$ cat src/rtl/unused_placeholder_none.sv
`timescale 1ns/10ps

$ cat src/rtl/can_timing_pkg.sv
// Purpose: shared constants for the can bit timing, filter and routing block
// Assumes: 16-bit register port, word index addressing
// Notes:   register indices are local choices
package can_timing_pkg;
  localparam int unsigned AW = 4;
  localparam int unsigned DW = 16;
  localparam logic [AW-1:0] ADDR_ERR_CNT   = 4'h0;
  localparam logic [AW-1:0] ADDR_CFG_ONE   = 4'h1;
  localparam logic [AW-1:0] ADDR_CFG_TWO   = 4'h2;
  localparam logic [AW-1:0] ADDR_FLT_EN    = 4'h3;
  localparam logic [AW-1:0] ADDR_ROUTE0    = 4'h4;
  localparam logic [AW-1:0] ADDR_ERR_EVT   = 4'h8;
  localparam logic [DW-1:0] CFG_ONE_MASK   = 16'h00FF;
  localparam logic [DW-1:0] CFG_TWO_MASK   = 16'h47FF;
  localparam logic [DW-1:0] FLT_EN_RESET   = 16'h003F;
  localparam int unsigned JUMP_LSB = 6;
  localparam int unsigned PRESC_LSB = 0;
  localparam int unsigned WAK_BIT = 14;
  localparam int unsigned PH2_LSB = 8;
  localparam int unsigned PH2TS_BIT = 7;
  localparam int unsigned TRIPLE_BIT = 6;
  localparam int unsigned PH1_LSB = 3;
  localparam int unsigned PRS_LSB = 0;
  localparam logic [3:0] PROC_QUANTA = 4'h2;
  localparam logic [3:0] DEST_FIFO = 4'hF;
  localparam logic [8:0] TEC_PASSIVE = 9'h080;
  localparam logic [8:0] TEC_BUSOFF = 9'h100;
  localparam logic [7:0] TX_ERR_INC = 8'h08;
  localparam logic [7:0] RX_ERR_INC = 8'h01;
  localparam logic [7:0] RX_HALF = 8'h7F;
  localparam logic [7:0] RX_RESTART = 8'h77;
endpackage

$ cat src/rtl/can_timing_core.sv
// Purpose: register file, bit timing engine, fault tallies and filter routing
// Assumes: can_rx_i synchronous to mclk_i; fault events are one-cycle pulses
// Notes:   resync on recessive-to-dominant edge inside the jump window, only when it falls in a quantum tick clock; no hard sync
`timescale 1ns/10ps
module can_timing_core
  import can_timing_pkg::*;
#(
  parameter int unsigned NFLT = 16
)(
  input  wire logic          mclk_i,
  input  wire logic          rst_n_i,
  input  wire logic [AW-1:0] addr_i,
  input  wire logic [DW-1:0] wdata_i,
  input  wire logic          wr_i,
  input  wire logic          rd_i,
  output logic      [DW-1:0] rdata_o,
  input  wire logic          can_rx_i,
  input  wire logic [3:0]    hit_num_i,
  input  wire logic          hit_i,
  output logic               route_valid_o,
  output logic [3:0]         route_buf_o,
  output logic               route_fifo_o,
  output logic               sample_o,
  output logic               sample_pt_o,
  output logic               wake_o
);
  // ***************************************************************
  // register file
  // ***************************************************************
  logic [DW-1:0] cfg_one_reg;
  logic [DW-1:0] cfg_two_reg;
  logic [DW-1:0] flt_en_reg;
  logic [DW-1:0] route_reg [4];
  logic [8:0]    tec_reg;
  logic [7:0]    rec_reg;
  logic [DW-1:0] rdata_next;
  logic [DW-1:0] err_word;
  logic          wr_cfg_one;
  logic          wr_cfg_two;
  logic          wr_flt_en;
  logic          wr_evt;
  logic [63:0]   route_flat;
  assign wr_cfg_one = wr_i && (addr_i == ADDR_CFG_ONE);
  assign wr_cfg_two = wr_i && (addr_i == ADDR_CFG_TWO);
  assign wr_flt_en  = wr_i && (addr_i == ADDR_FLT_EN);
  // debug hook: software can inject fault events for bring-up
  assign wr_evt     = wr_i && (addr_i == ADDR_ERR_EVT);
  // bus-off holds tally at 255 visible
  assign err_word = {(tec_reg[8] ? 8'hFF : tec_reg[7:0]), rec_reg};
  always_ff @(posedge mclk_i or negedge rst_n_i)
  begin
    if (!rst_n_i)
    begin
      cfg_one_reg <= '0;
      cfg_two_reg <= '0;
      flt_en_reg  <= FLT_EN_RESET;
    end
    else
    begin
      if (wr_cfg_one)
        cfg_one_reg <= wdata_i & CFG_ONE_MASK;
      if (wr_cfg_two)
        cfg_two_reg <= wdata_i & CFG_TWO_MASK;
      if (wr_flt_en)
        flt_en_reg <= wdata_i;
    end
  end
  genvar g;
  generate
    for (g = 0; g < 4; g++)
    begin : g_route
      always_ff @(posedge mclk_i or negedge rst_n_i)
      begin
        if (!rst_n_i)
          route_reg[g] <= '0;
        else if (wr_i && (addr_i == ADDR_ROUTE0 + AW'(g)))
          route_reg[g] <= wdata_i;
      end
      assign route_flat[16*g +: 16] = route_reg[g];
    end
  endgenerate
  always_comb
  begin
    rdata_next = '0;
    case (addr_i)
      ADDR_ERR_CNT: rdata_next = err_word;
      ADDR_CFG_ONE: rdata_next = cfg_one_reg;
      ADDR_CFG_TWO: rdata_next = cfg_two_reg;
      ADDR_FLT_EN:  rdata_next = flt_en_reg;
      default:
        if (addr_i >= ADDR_ROUTE0 && addr_i < ADDR_ROUTE0 + AW'(4))
          rdata_next = route_reg[2'(addr_i - ADDR_ROUTE0)];
    endcase
  end
  always_ff @(posedge mclk_i or negedge rst_n_i)
  begin
    if (!rst_n_i)
      rdata_o <= '0;
    else
      rdata_o <= rd_i ? rdata_next : '0;
  end
  // ***************************************************************
  // filter routing
  // ***************************************************************
  logic [3:0] dest_sel;
  assign dest_sel = route_flat[4*hit_num_i +: 4];
  always_ff @(posedge mclk_i or negedge rst_n_i)
  begin
    if (!rst_n_i)
    begin
      route_valid_o <= 1'b0;
      route_buf_o   <= '0;
      route_fifo_o  <= 1'b0;
    end
    else
    begin
      // disabled filters never deliver
      route_valid_o <= hit_i && flt_en_reg[hit_num_i];
      route_buf_o   <= dest_sel;
      route_fifo_o  <= hit_i && flt_en_reg[hit_num_i] && (dest_sel == DEST_FIFO);
    end
  end
  // ***************************************************************
  // bit timing
  // ***************************************************************
  typedef enum logic [1:0] {
    ST_SYNC = 2'b00,
    ST_SEG1 = 2'b01,
    ST_SEG2 = 2'b10
  } seg_e;
  seg_e       seg_reg;
  seg_e       seg_next;
  logic [6:0] pre_reg;
  logic [6:0] pre_lim;
  logic       quantum_tick;
  logic [4:0] quanta_reg;
  logic [4:0] seg1_len;
  logic [3:0] ph1_len;
  logic [3:0] ph2_len;
  logic [2:0] jump_len;
  logic [3:0] prs_len;
  logic       rx_prev_reg;
  logic       fall_edge;
  logic       late_edge;
  logic [2:0] smp_reg;
  logic       vote;
  assign pre_lim  = {cfg_one_reg[PRESC_LSB +: 6], 1'b1};
  // at or past the limit: a smaller prescaler written mid-quantum ends it at once
  assign quantum_tick = (pre_reg >= pre_lim);
  assign jump_len = {1'b0, cfg_one_reg[JUMP_LSB +: 2]} + 3'h1;
  assign prs_len  = {1'b0, cfg_two_reg[PRS_LSB +: 3]} + 4'h1;
  assign ph1_len  = {1'b0, cfg_two_reg[PH1_LSB +: 3]} + 4'h1;
  assign ph2_len  = cfg_two_reg[PH2TS_BIT] ? ({1'b0, cfg_two_reg[PH2_LSB +: 3]} + 4'h1)
                  : ((ph1_len > PROC_QUANTA) ? ph1_len : PROC_QUANTA);
  assign seg1_len = {1'b0, prs_len} + {1'b0, ph1_len};
  assign fall_edge = rx_prev_reg && !can_rx_i;
  // late edge only inside the jump window, never on the sample tick itself
  assign late_edge = fall_edge && seg_reg == ST_SEG1 && seg_next == ST_SEG1
                     && quanta_reg > 5'(prs_len) && quanta_reg <= 5'(prs_len) + 5'(jump_len);
  assign vote = cfg_two_reg[TRIPLE_BIT] ?
    ((smp_reg[0] & smp_reg[1]) | (smp_reg[0] & can_rx_i) | (smp_reg[1] & can_rx_i))
    : can_rx_i;
  // at or past the length: shorter segments written mid-bit end at once
  always_comb
  begin
    seg_next = seg_reg;
    case (seg_reg)
      ST_SYNC: seg_next = ST_SEG1;
      ST_SEG1: if (quanta_reg >= seg1_len) seg_next = ST_SEG2;
      ST_SEG2: if (quanta_reg >= {1'b0, ph2_len}) seg_next = ST_SYNC;
      default: seg_next = ST_SYNC;
    endcase
  end
  always_ff @(posedge mclk_i or negedge rst_n_i)
  begin
    if (!rst_n_i)
    begin
      pre_reg <= '0;
      seg_reg <= ST_SYNC;
      quanta_reg <= 5'h1;
      rx_prev_reg <= 1'b1;
      smp_reg <= 3'h7;
      sample_o <= 1'b1;
      sample_pt_o <= 1'b0;
    end
    else
    begin
      rx_prev_reg <= can_rx_i;
      sample_pt_o <= 1'b0;
      pre_reg <= quantum_tick ? '0 : pre_reg + 7'h1;
      if (quantum_tick)
        smp_reg <= {smp_reg[1:0], can_rx_i};
      if (quantum_tick)
      begin
        if (seg_next != seg_reg)
          quanta_reg <= 5'h1;
        else
          quanta_reg <= quanta_reg + 5'h1;
        seg_reg <= seg_next;
        if (seg_reg == ST_SEG1 && seg_next == ST_SEG2)
        begin
          sample_o <= vote;
          sample_pt_o <= 1'b1;
        end
        // resync: late edge stretches phase one by at most jump width plus one quantum
        if (late_edge)
          quanta_reg <= 5'(prs_len);
      end
    end
  end
  // ***************************************************************
  // wake-up line filter
  // ***************************************************************
  logic [3:0] filt_reg;
  assign wake_o = cfg_two_reg[WAK_BIT] ? (filt_reg == 4'h0) : !can_rx_i;
  always_ff @(posedge mclk_i or negedge rst_n_i)
  begin
    if (!rst_n_i)
      filt_reg <= 4'hF;
    else
      filt_reg <= {filt_reg[2:0], can_rx_i};
  end
  // ***************************************************************
  // fault confinement tallies
  // ***************************************************************
  // event word: bit0 tx error, bit1 rx error, bit2 tx ok, bit3 rx ok
  always_ff @(posedge mclk_i or negedge rst_n_i)
  begin
    if (!rst_n_i)
    begin
      tec_reg <= '0;
      rec_reg <= '0;
    end
    else if (wr_evt)
    begin
      if (wdata_i[0] && !tec_reg[8])
        tec_reg <= (tec_reg + 9'(TX_ERR_INC) >= TEC_BUSOFF) ? TEC_BUSOFF
                 : tec_reg + 9'(TX_ERR_INC);
      else if (wdata_i[2] && tec_reg != '0 && !tec_reg[8])
        tec_reg <= tec_reg - 9'h1;
      if (wdata_i[1] && rec_reg != 8'hFF)
        rec_reg <= rec_reg + RX_ERR_INC;
      else if (wdata_i[3] && rec_reg > RX_HALF)
        rec_reg <= RX_RESTART;
      else if (wdata_i[3] && rec_reg != '0)
        rec_reg <= rec_reg - 8'h1;
    end
  end
  // ***************************************************************
  // assertions
  // ***************************************************************
  property p_err_ro;
    @(posedge mclk_i) disable iff (!rst_n_i)
    wr_i && addr_i == ADDR_ERR_CNT && !wr_evt |=> $stable(rec_reg) && $stable(tec_reg);
  endproperty
  a_err_ro: assert property (p_err_ro) else $error("error tally changed by write");
  property p_rd_lat;
    @(posedge mclk_i) disable iff (!rst_n_i)
    rd_i && addr_i == ADDR_FLT_EN |=> rdata_o == $past(flt_en_reg);
  endproperty
  a_rd_lat: assert property (p_rd_lat) else $error("enable readback wrong");
  property p_tq;
    @(posedge mclk_i) disable iff (!rst_n_i)
    quantum_tick && $stable(cfg_one_reg) |=> !quantum_tick [*1] ##0 pre_reg == 7'h0;
  endproperty
  a_tq: assert property (p_tq) else $error("quantum divider wrong");
  property p_ph2;
    @(posedge mclk_i) disable iff (!rst_n_i)
    !cfg_two_reg[PH2TS_BIT] |-> ph2_len >= ph1_len && ph2_len >= PROC_QUANTA;
  endproperty
  a_ph2: assert property (p_ph2) else $error("phase two source wrong");
  property p_fifo;
    @(posedge mclk_i) disable iff (!rst_n_i)
    route_fifo_o |-> route_valid_o && route_buf_o == DEST_FIFO;
  endproperty
  a_fifo: assert property (p_fifo) else $error("fifo routing wrong");
  property p_dis;
    @(posedge mclk_i) disable iff (!rst_n_i)
    hit_i && !flt_en_reg[hit_num_i] |=> !route_valid_o;
  endproperty
  a_dis: assert property (p_dis) else $error("disabled filter routed");
  property p_wake;
    @(posedge mclk_i) disable iff (!rst_n_i)
    !cfg_two_reg[WAK_BIT] |-> wake_o == !can_rx_i;
  endproperty
  a_wake: assert property (p_wake) else $error("filter bypass wrong");
  property p_smp;
    @(posedge mclk_i) disable iff (!rst_n_i)
    sample_pt_o |-> $past(seg_reg) == ST_SEG1;
  endproperty
  a_smp: assert property (p_smp) else $error("sample point misplaced");
  c_fifo: cover property (@(posedge mclk_i) disable iff (!rst_n_i) route_fifo_o);
  c_smp: cover property (@(posedge mclk_i) disable iff (!rst_n_i) sample_pt_o);
  c_tec: cover property (@(posedge mclk_i) disable iff (!rst_n_i) tec_reg[7]);
endmodule

$ cat config.mk
export PLATFORM = sky130hd
export DESIGN_NAME = can_timing_core
export DESIGN_NICKNAME = d
export VERILOG_FILES = /design/src/rtl/unused_placeholder_none.sv /design/src/rtl/can_timing_pkg.sv /design/src/rtl/can_timing_core.sv
export SDC_FILE = /design/constraint.sdc
export NUM_CORES = 1
export LEC_CHECK = 0
export ABC_AREA = 1
export ABC_CLOCK_PERIOD_IN_PS = 5400
export BUFFER_PORTS_ARGS = -buffer_cell sky130_fd_sc_hd__clkbuf_2
export CORE_MARGIN = 4
export CORE_UTILIZATION = 30
export DETAILED_ROUTE_END_ITERATION = 10
export GPL_ROUTABILITY_DRIVEN = 0
export SLEW_MARGIN = 20
export SYNTH_ARGS = -nofsm -noshare
export SYNTH_HDL_FRONTEND = slang
export SYNTH_SLANG_ARGS = --single-unit
$ cat constraint.sdc
create_clock -name mclk_i -period 5.4 [get_ports mclk_i]
set_clock_uncertainty 0.05 [all_clocks]
set_input_delay 0.54 -clock mclk_i [delete_from_list [all_inputs] [get_ports mclk_i]]
set_output_delay 0.54 -clock mclk_i [all_outputs]
set_load 0.01 [all_outputs]
* Word-level counts from Yosys, hierarchy flattened
Cells that the tools add are included.
** Storage, ports and cells
- Input bits :: 30
- Output and inout bits :: 25
- Flip-flop bits (word level) :: 162
** Operators by class
- Reductions and logical operators :: 35
- Magnitude comparators :: 12
- $add $sub $neg :: 13
- Equal/unequal tests :: 15
- Bitwise operators :: 6
- Shift-type cells :: 1
- Mux-type cells :: 27
** Operators by type and width (number)
- $mux W16 :: 4
- $pmux W16 S4 :: 1
- $shiftx A64 B7 Y4 :: 1
- $bmux W16 S2 :: 1
- $mux W8 :: 4
- $mux W9 :: 3
- $logic_and A1 B1 Y1 :: 23
- $eq A4 B3 Y1 const B :: 4
- $add A3 B1 Y4 const B :: 3
- $mux W5 :: 2
- $add A9 B4 Y9 const B :: 1
- $ge A9 B9 Y1 const B :: 1
- $reduce_bool A9 Y1 :: 1
- $sub A9 B1 Y9 const B :: 1
- $add A8 B1 Y8 const B :: 1
- $eq A4 B2 Y1 const B :: 2
- $eq A4 B4 Y1 const B :: 2
- $gt A8 B7 Y1 const B :: 1
- $logic_not A4 Y1 :: 2
- $mux W4 :: 2
- $ne A8 B8 Y1 const B :: 1
- $reduce_bool A8 Y1 :: 1
- $sub A8 B1 Y8 const B :: 1
- $add A7 B1 Y7 const B :: 1
- other kinds (32) :: 45

* Depth between registers and ports, before layout
- Depth in word-level cells :: 12
- Gate-level depth with buffers :: 18
- Gate-level depth less buffers :: 18

* Least setup slack after synthesis
OpenSTA, ideal clock, no wires.
- Path kind :: reg-to-reg
- Start point :: reg cfg_two_reg[0]
- End point :: reg quanta_reg[2]
- Data required time :: 5.233 ns
- Period minus slack after synthesis :: 3.036 ns
- Stages on the path, launching flop included :: 19
- Path buffers :: 0
- Slack :: 2.364 ns
- Data arrival time :: 2.869 ns
- Cell sequence :: dfrtp_1 ha_1 xnor2_1 inv_1 ha_1 a21oi_1 nand2_1 xnor2_1 ha_1 nand2_1 nand2_1 a21oi_1 nand3_1 nand2_1 nand3_1 nand2_1 nand2_1 nand2_1 nand2_1
** Between the ends
- Cells in the longest elaborated chain, start to end :: 10
- Elaborated cells between the ends (all ways) :: 15
** Ends and longest elaborated chain
- start, declared :: RTL line can_timing_core.sv:31 : logic [DW-1:0] cfg_two_reg;
- start signal, assigned :: RTL line can_timing_core.sv:63 : cfg_two_reg <= wdata_i & CFG_TWO_MASK;
- $add A3 B1 Y4 (*) :: RTL line can_timing_core.sv:151 : assign prs_len = {1'b0, cfg_two_reg[PRS_LSB +: 3]} + 4'h1;
- $add A4 B4 Y5 :: RTL line can_timing_core.sv:155 : assign seg1_len = {1'b0, prs_len} + {1'b0, ph1_len};
- $ge A5 B5 Y1 :: RTL line can_timing_core.sv:169 : ST_SEG1: if (quanta_reg >= seg1_len) seg_next = ST_SEG2;
- $mux W2 :: RTL line can_timing_core.sv:169
- $pmux W2 S3 :: RTL line can_timing_core.sv:167 : case (seg_reg)
- $eq A2 B1 Y1 :: RTL line can_timing_core.sv:158 : assign late_edge = fall_edge && seg_reg == ST_SEG1 && seg_next == ST_SEG1
- $logic_and A1 B1 Y1 :: RTL line can_timing_core.sv:158
- $logic_and A1 B1 Y1 (2 in a row) :: RTL line can_timing_core.sv:159 : && quanta_reg > 5'(prs_len) && quanta_reg <= 5'(prs_len) + 5'(jump_len);
- $mux W5 (*) :: RTL line can_timing_core.sv:206 : if (late_edge)
- end signal, assigned :: RTL line can_timing_core.sv:198 : quanta_reg <= quanta_reg + 5'h1;
- end signal, assigned :: RTL line can_timing_core.sv:207 : quanta_reg <= 5'(prs_len);
- end, declared :: RTL line can_timing_core.sv:136 : logic [4:0] quanta_reg;
Mark *: on every way between the ends. The rest lies on a longest branch, timed or not.
A chain may end at the register's enable or synchronous reset.

* Final worst setup path
- Start point :: reg cfg_two_reg[0]
- End point :: reg quanta_reg[3]
Same word-level chain as after synthesis.

==> out/qor.yml <==
run_status:
  status: "finished, final reports clean"
worst_setup_path:
  path_delay_family: "simple AND/OR/NAND/NOR gates"
  r2r_slack_ns: 1.95
  path_buf_inv: 1
  crit_path_max_fanout: 6
  cpMostUsedCell: "nand2_1"
  crit_path_start_kind: "flip-flop"
  crit_path_end_kind: "flip-flop"
  worstSetupPathType: "flip-flop to flip-flop"
  crit_required_ns: 5.67
  critical_path.cell_chain: "ha_1 -> xnor2_1 -> inv_1 -> ha_1 -> a21oi_1 -> nand2_1 -> xnor2_1 -> ha_1 -> nand2_1 -> nand2_1 -> a21oi_1 -> nand3_1 -> nand2_1 -> nand3_1 -> nand2_1 -> nand2_1 -> nand2_1 -> nand2_1"
  crit_arrival_ns: 3.72
  slowest_delay_ns: 0.41
  slowest_stage: "dfrtp_1"
clock_network:
  clock_latency_ns: 0.44
  cts_inserted_buffers: 17
  cts_hold_buf: 0
  cts_tree: "done"
  cts.clk_slew.worst_paths_ns: 0.07
  clockBufferDepth: 2
  htreeDepth: 4
  postCtsSetupRepairBufs: 0
  ctsResizeCount: 0
  cts_sinks: 161
  root_buffer: "clkbuf_16"
synth:
  synth_compound_area_share_pct: 19.3
  ys_warn_count: 0
  ys_seq_area_share_pct: 43.8
  ys.flop_type: "dfrtp_1"
  synthMuxAreaShare_pct: 0.366
  synth_top_family_by_area: "compound AO/OA/AOI/OAI gates"
  synth_seq_cells: 161
  synthTopCellsByArea: "dfrtp_1, nand2_1, o21ai_0"
  synth_top_area_share_pct: 39.8
  async_flop_share_pct: 100
  synth-simple-area-share_pct: 18.3
  syn_nets: 1235
  synth_top_area_cell: "dfrtp_1"
  synth.distinct_cells: 43
  synthAdderAreaFrac_pct: 6.12
  synthCells: 1161
  synth_area_um2: 9240
  synth_edf_count: 0
  avgSynthCellArea_um2: 7.96
  synth_xor_area_share_pct: 2.56
timing:
  period_needed_ns: 3.45
  hold_viol_final: 0
  slew_viol_final: 0
  tightest_slew_ns: 0.892
  max_slew_margin_pct: 40.5
  setup-violations-final: 0
  max_freq_mhz: 290
  rsz0062_at_grt: "false"
  min_period_over_period_pct: 63.9
  totalNegativeSetupSlack_ns: 0
detailed_routing:
  vias_per_cell: 5.01
  ant_nets: 0
  drtIter0Drc: 812
  drt-total-wl_um: 26200
  vias: 8009
  wl_per_cell_um: 16.4
  drc: 0
  firstDrtPassIters: 5
power:
  ir_drop_mv: 0.231
  power_mw: 4.00
  powerDensity_nw_per_um2: 386
  p_leak_nw: 4.92
layout:
  fin_nets: 1270
  final_core_util_pct: 34.5
  largest_register_ff_count: 64
  antennaDiodeCount: 0
  final_layout_size_suffix_gt1_share_pct: 11.2
  ff_latch_area_um2: 4050
  fin_area_um2: 10400
  n_fill_cell: 3143
  final_common_cell: "nand2_1"
  multi_input_area_um2: 4320
  area_delta_synth_final_pct: 12.1
  final_cell_mix: "nand2_1, o21ai_0, inv_1"
global_route:
  grt_pass1_wl_um: 42100
  antenna_found_initial: 0
  grt_use_total_pct: 15.6
  grt_overflow: 0
  grt_pass1_vias: 7590
  grt_max_degree: 92
placement:
  dp_hpwl_um: 19100
  placed_area_um2: 9790
  numPortBuffers: 54
floorplanning:
  dieArea_um2: 33700
  fp.dieH_um: 184
  ios: 55
  fp.coreArea_um2: 30000
  start_util_pct: 30.8
  placementRows: 63
  fp.dieW_um: 184
flow_run:
  max_cap_viol_count: 0
min_path:
  min_path_type: "primary input to asynchronous set/reset pin"
logic make-up after synthesis:
group                      count (synthesis)
muxes                                      3
AOI/OAI and AO/OA                        322
adders and majority gates                 44
xor gates and xnor gates                  27
and+or+nand+nor                          393
buffers and inverters                    211
DFF                                      161
synthesized netlist by cell type (3+ instances only):
master and count:
nand4_1 10, o21ai_0 166, nor2_4 6, xnor2_1 8, nand2_1 237, nand3_1 65
buf_6 7, o21ai_2 4, nand2_4 3, a21oi_1 72, inv_1 163, xor2_1 19
mux2_2 3, buf_4 4, o211ai_1 14, o22ai_1 37, o21ai_1 6, ha_1 42
nor2_1 52, nor2_2 3, dfstp_2 14, clkbuf_1 9, nand2_2 6, a221oi_1 10
buf_2 22, inv_2 3, dfrtp_1 147, nor3_1 9
per-stage QoR:
| step | setup slack [ns] | instances | hold WS (ns) |
|---|---|---|---|
| 5_1_grt | 1.57 | 1599 | 0.193 |
| 3_3_place_gp | 2.10 | 1567 | 0.306 |
| 6_report | 1.95 | 1599 | 0.140 |
| 2_1_floorplan | 2.36 | 1161 | 0.194 |
| 3_5_place_dp | 1.95 | 1567 | 0.306 |
| 4_1_cts | 1.93 | 1599 | 0.181 |
metal layers:
metal | routed length (um) | global-route usage [%] | up-vias
li1 | - | - | 3929
met1 | 13000 | 23.6 | 3809
met2 | 11500 | 22.9 | 237
met3 | 1290 | 2.69 | 34
met4 | 474 | 4.35 | 0
met5 | 0 | 0 | -
final timing paths:
path / startpoint / end / depth (start not counted)
setup / recovery: cfg_two_reg[0] / quanta_reg[3] / 18
hold / removal: rst_n_i / route_fifo_o / 1
setup reg to reg: cfg_two_reg[0] / quanta_reg[3] / 18
hold reg to reg: filt_reg[0] / filt_reg[1] / 0
max in group asynchronous: rst_n_i / smp_reg[0] / 2
min in group mclk_i: can_rx_i / filt_reg[0] / 1
where the power goes:
group	leakage [nW]	total, mW	internal, mW	switching (mW)
clock	0.268	1.18	0.644	0.537
combinational	2.69	1.18	0.425	0.750
sequential	1.96	1.64	1.47	0.176
cell type report:
| type | count | area share, % |
|---|---|---|
| inverter | 168 | 6.10 |
| tap | 390 | 4.71 |
| clock inverter | 13 | 1.24 |
| clock buffer | 19 | 4.18 |
| multi-input combinational | 789 | 41.7 |
| sequential | 161 | 39.0 |
| timing repair buffer | 59 | 3.03 |
No activity file was read; power rests on OpenSTA's default activity.
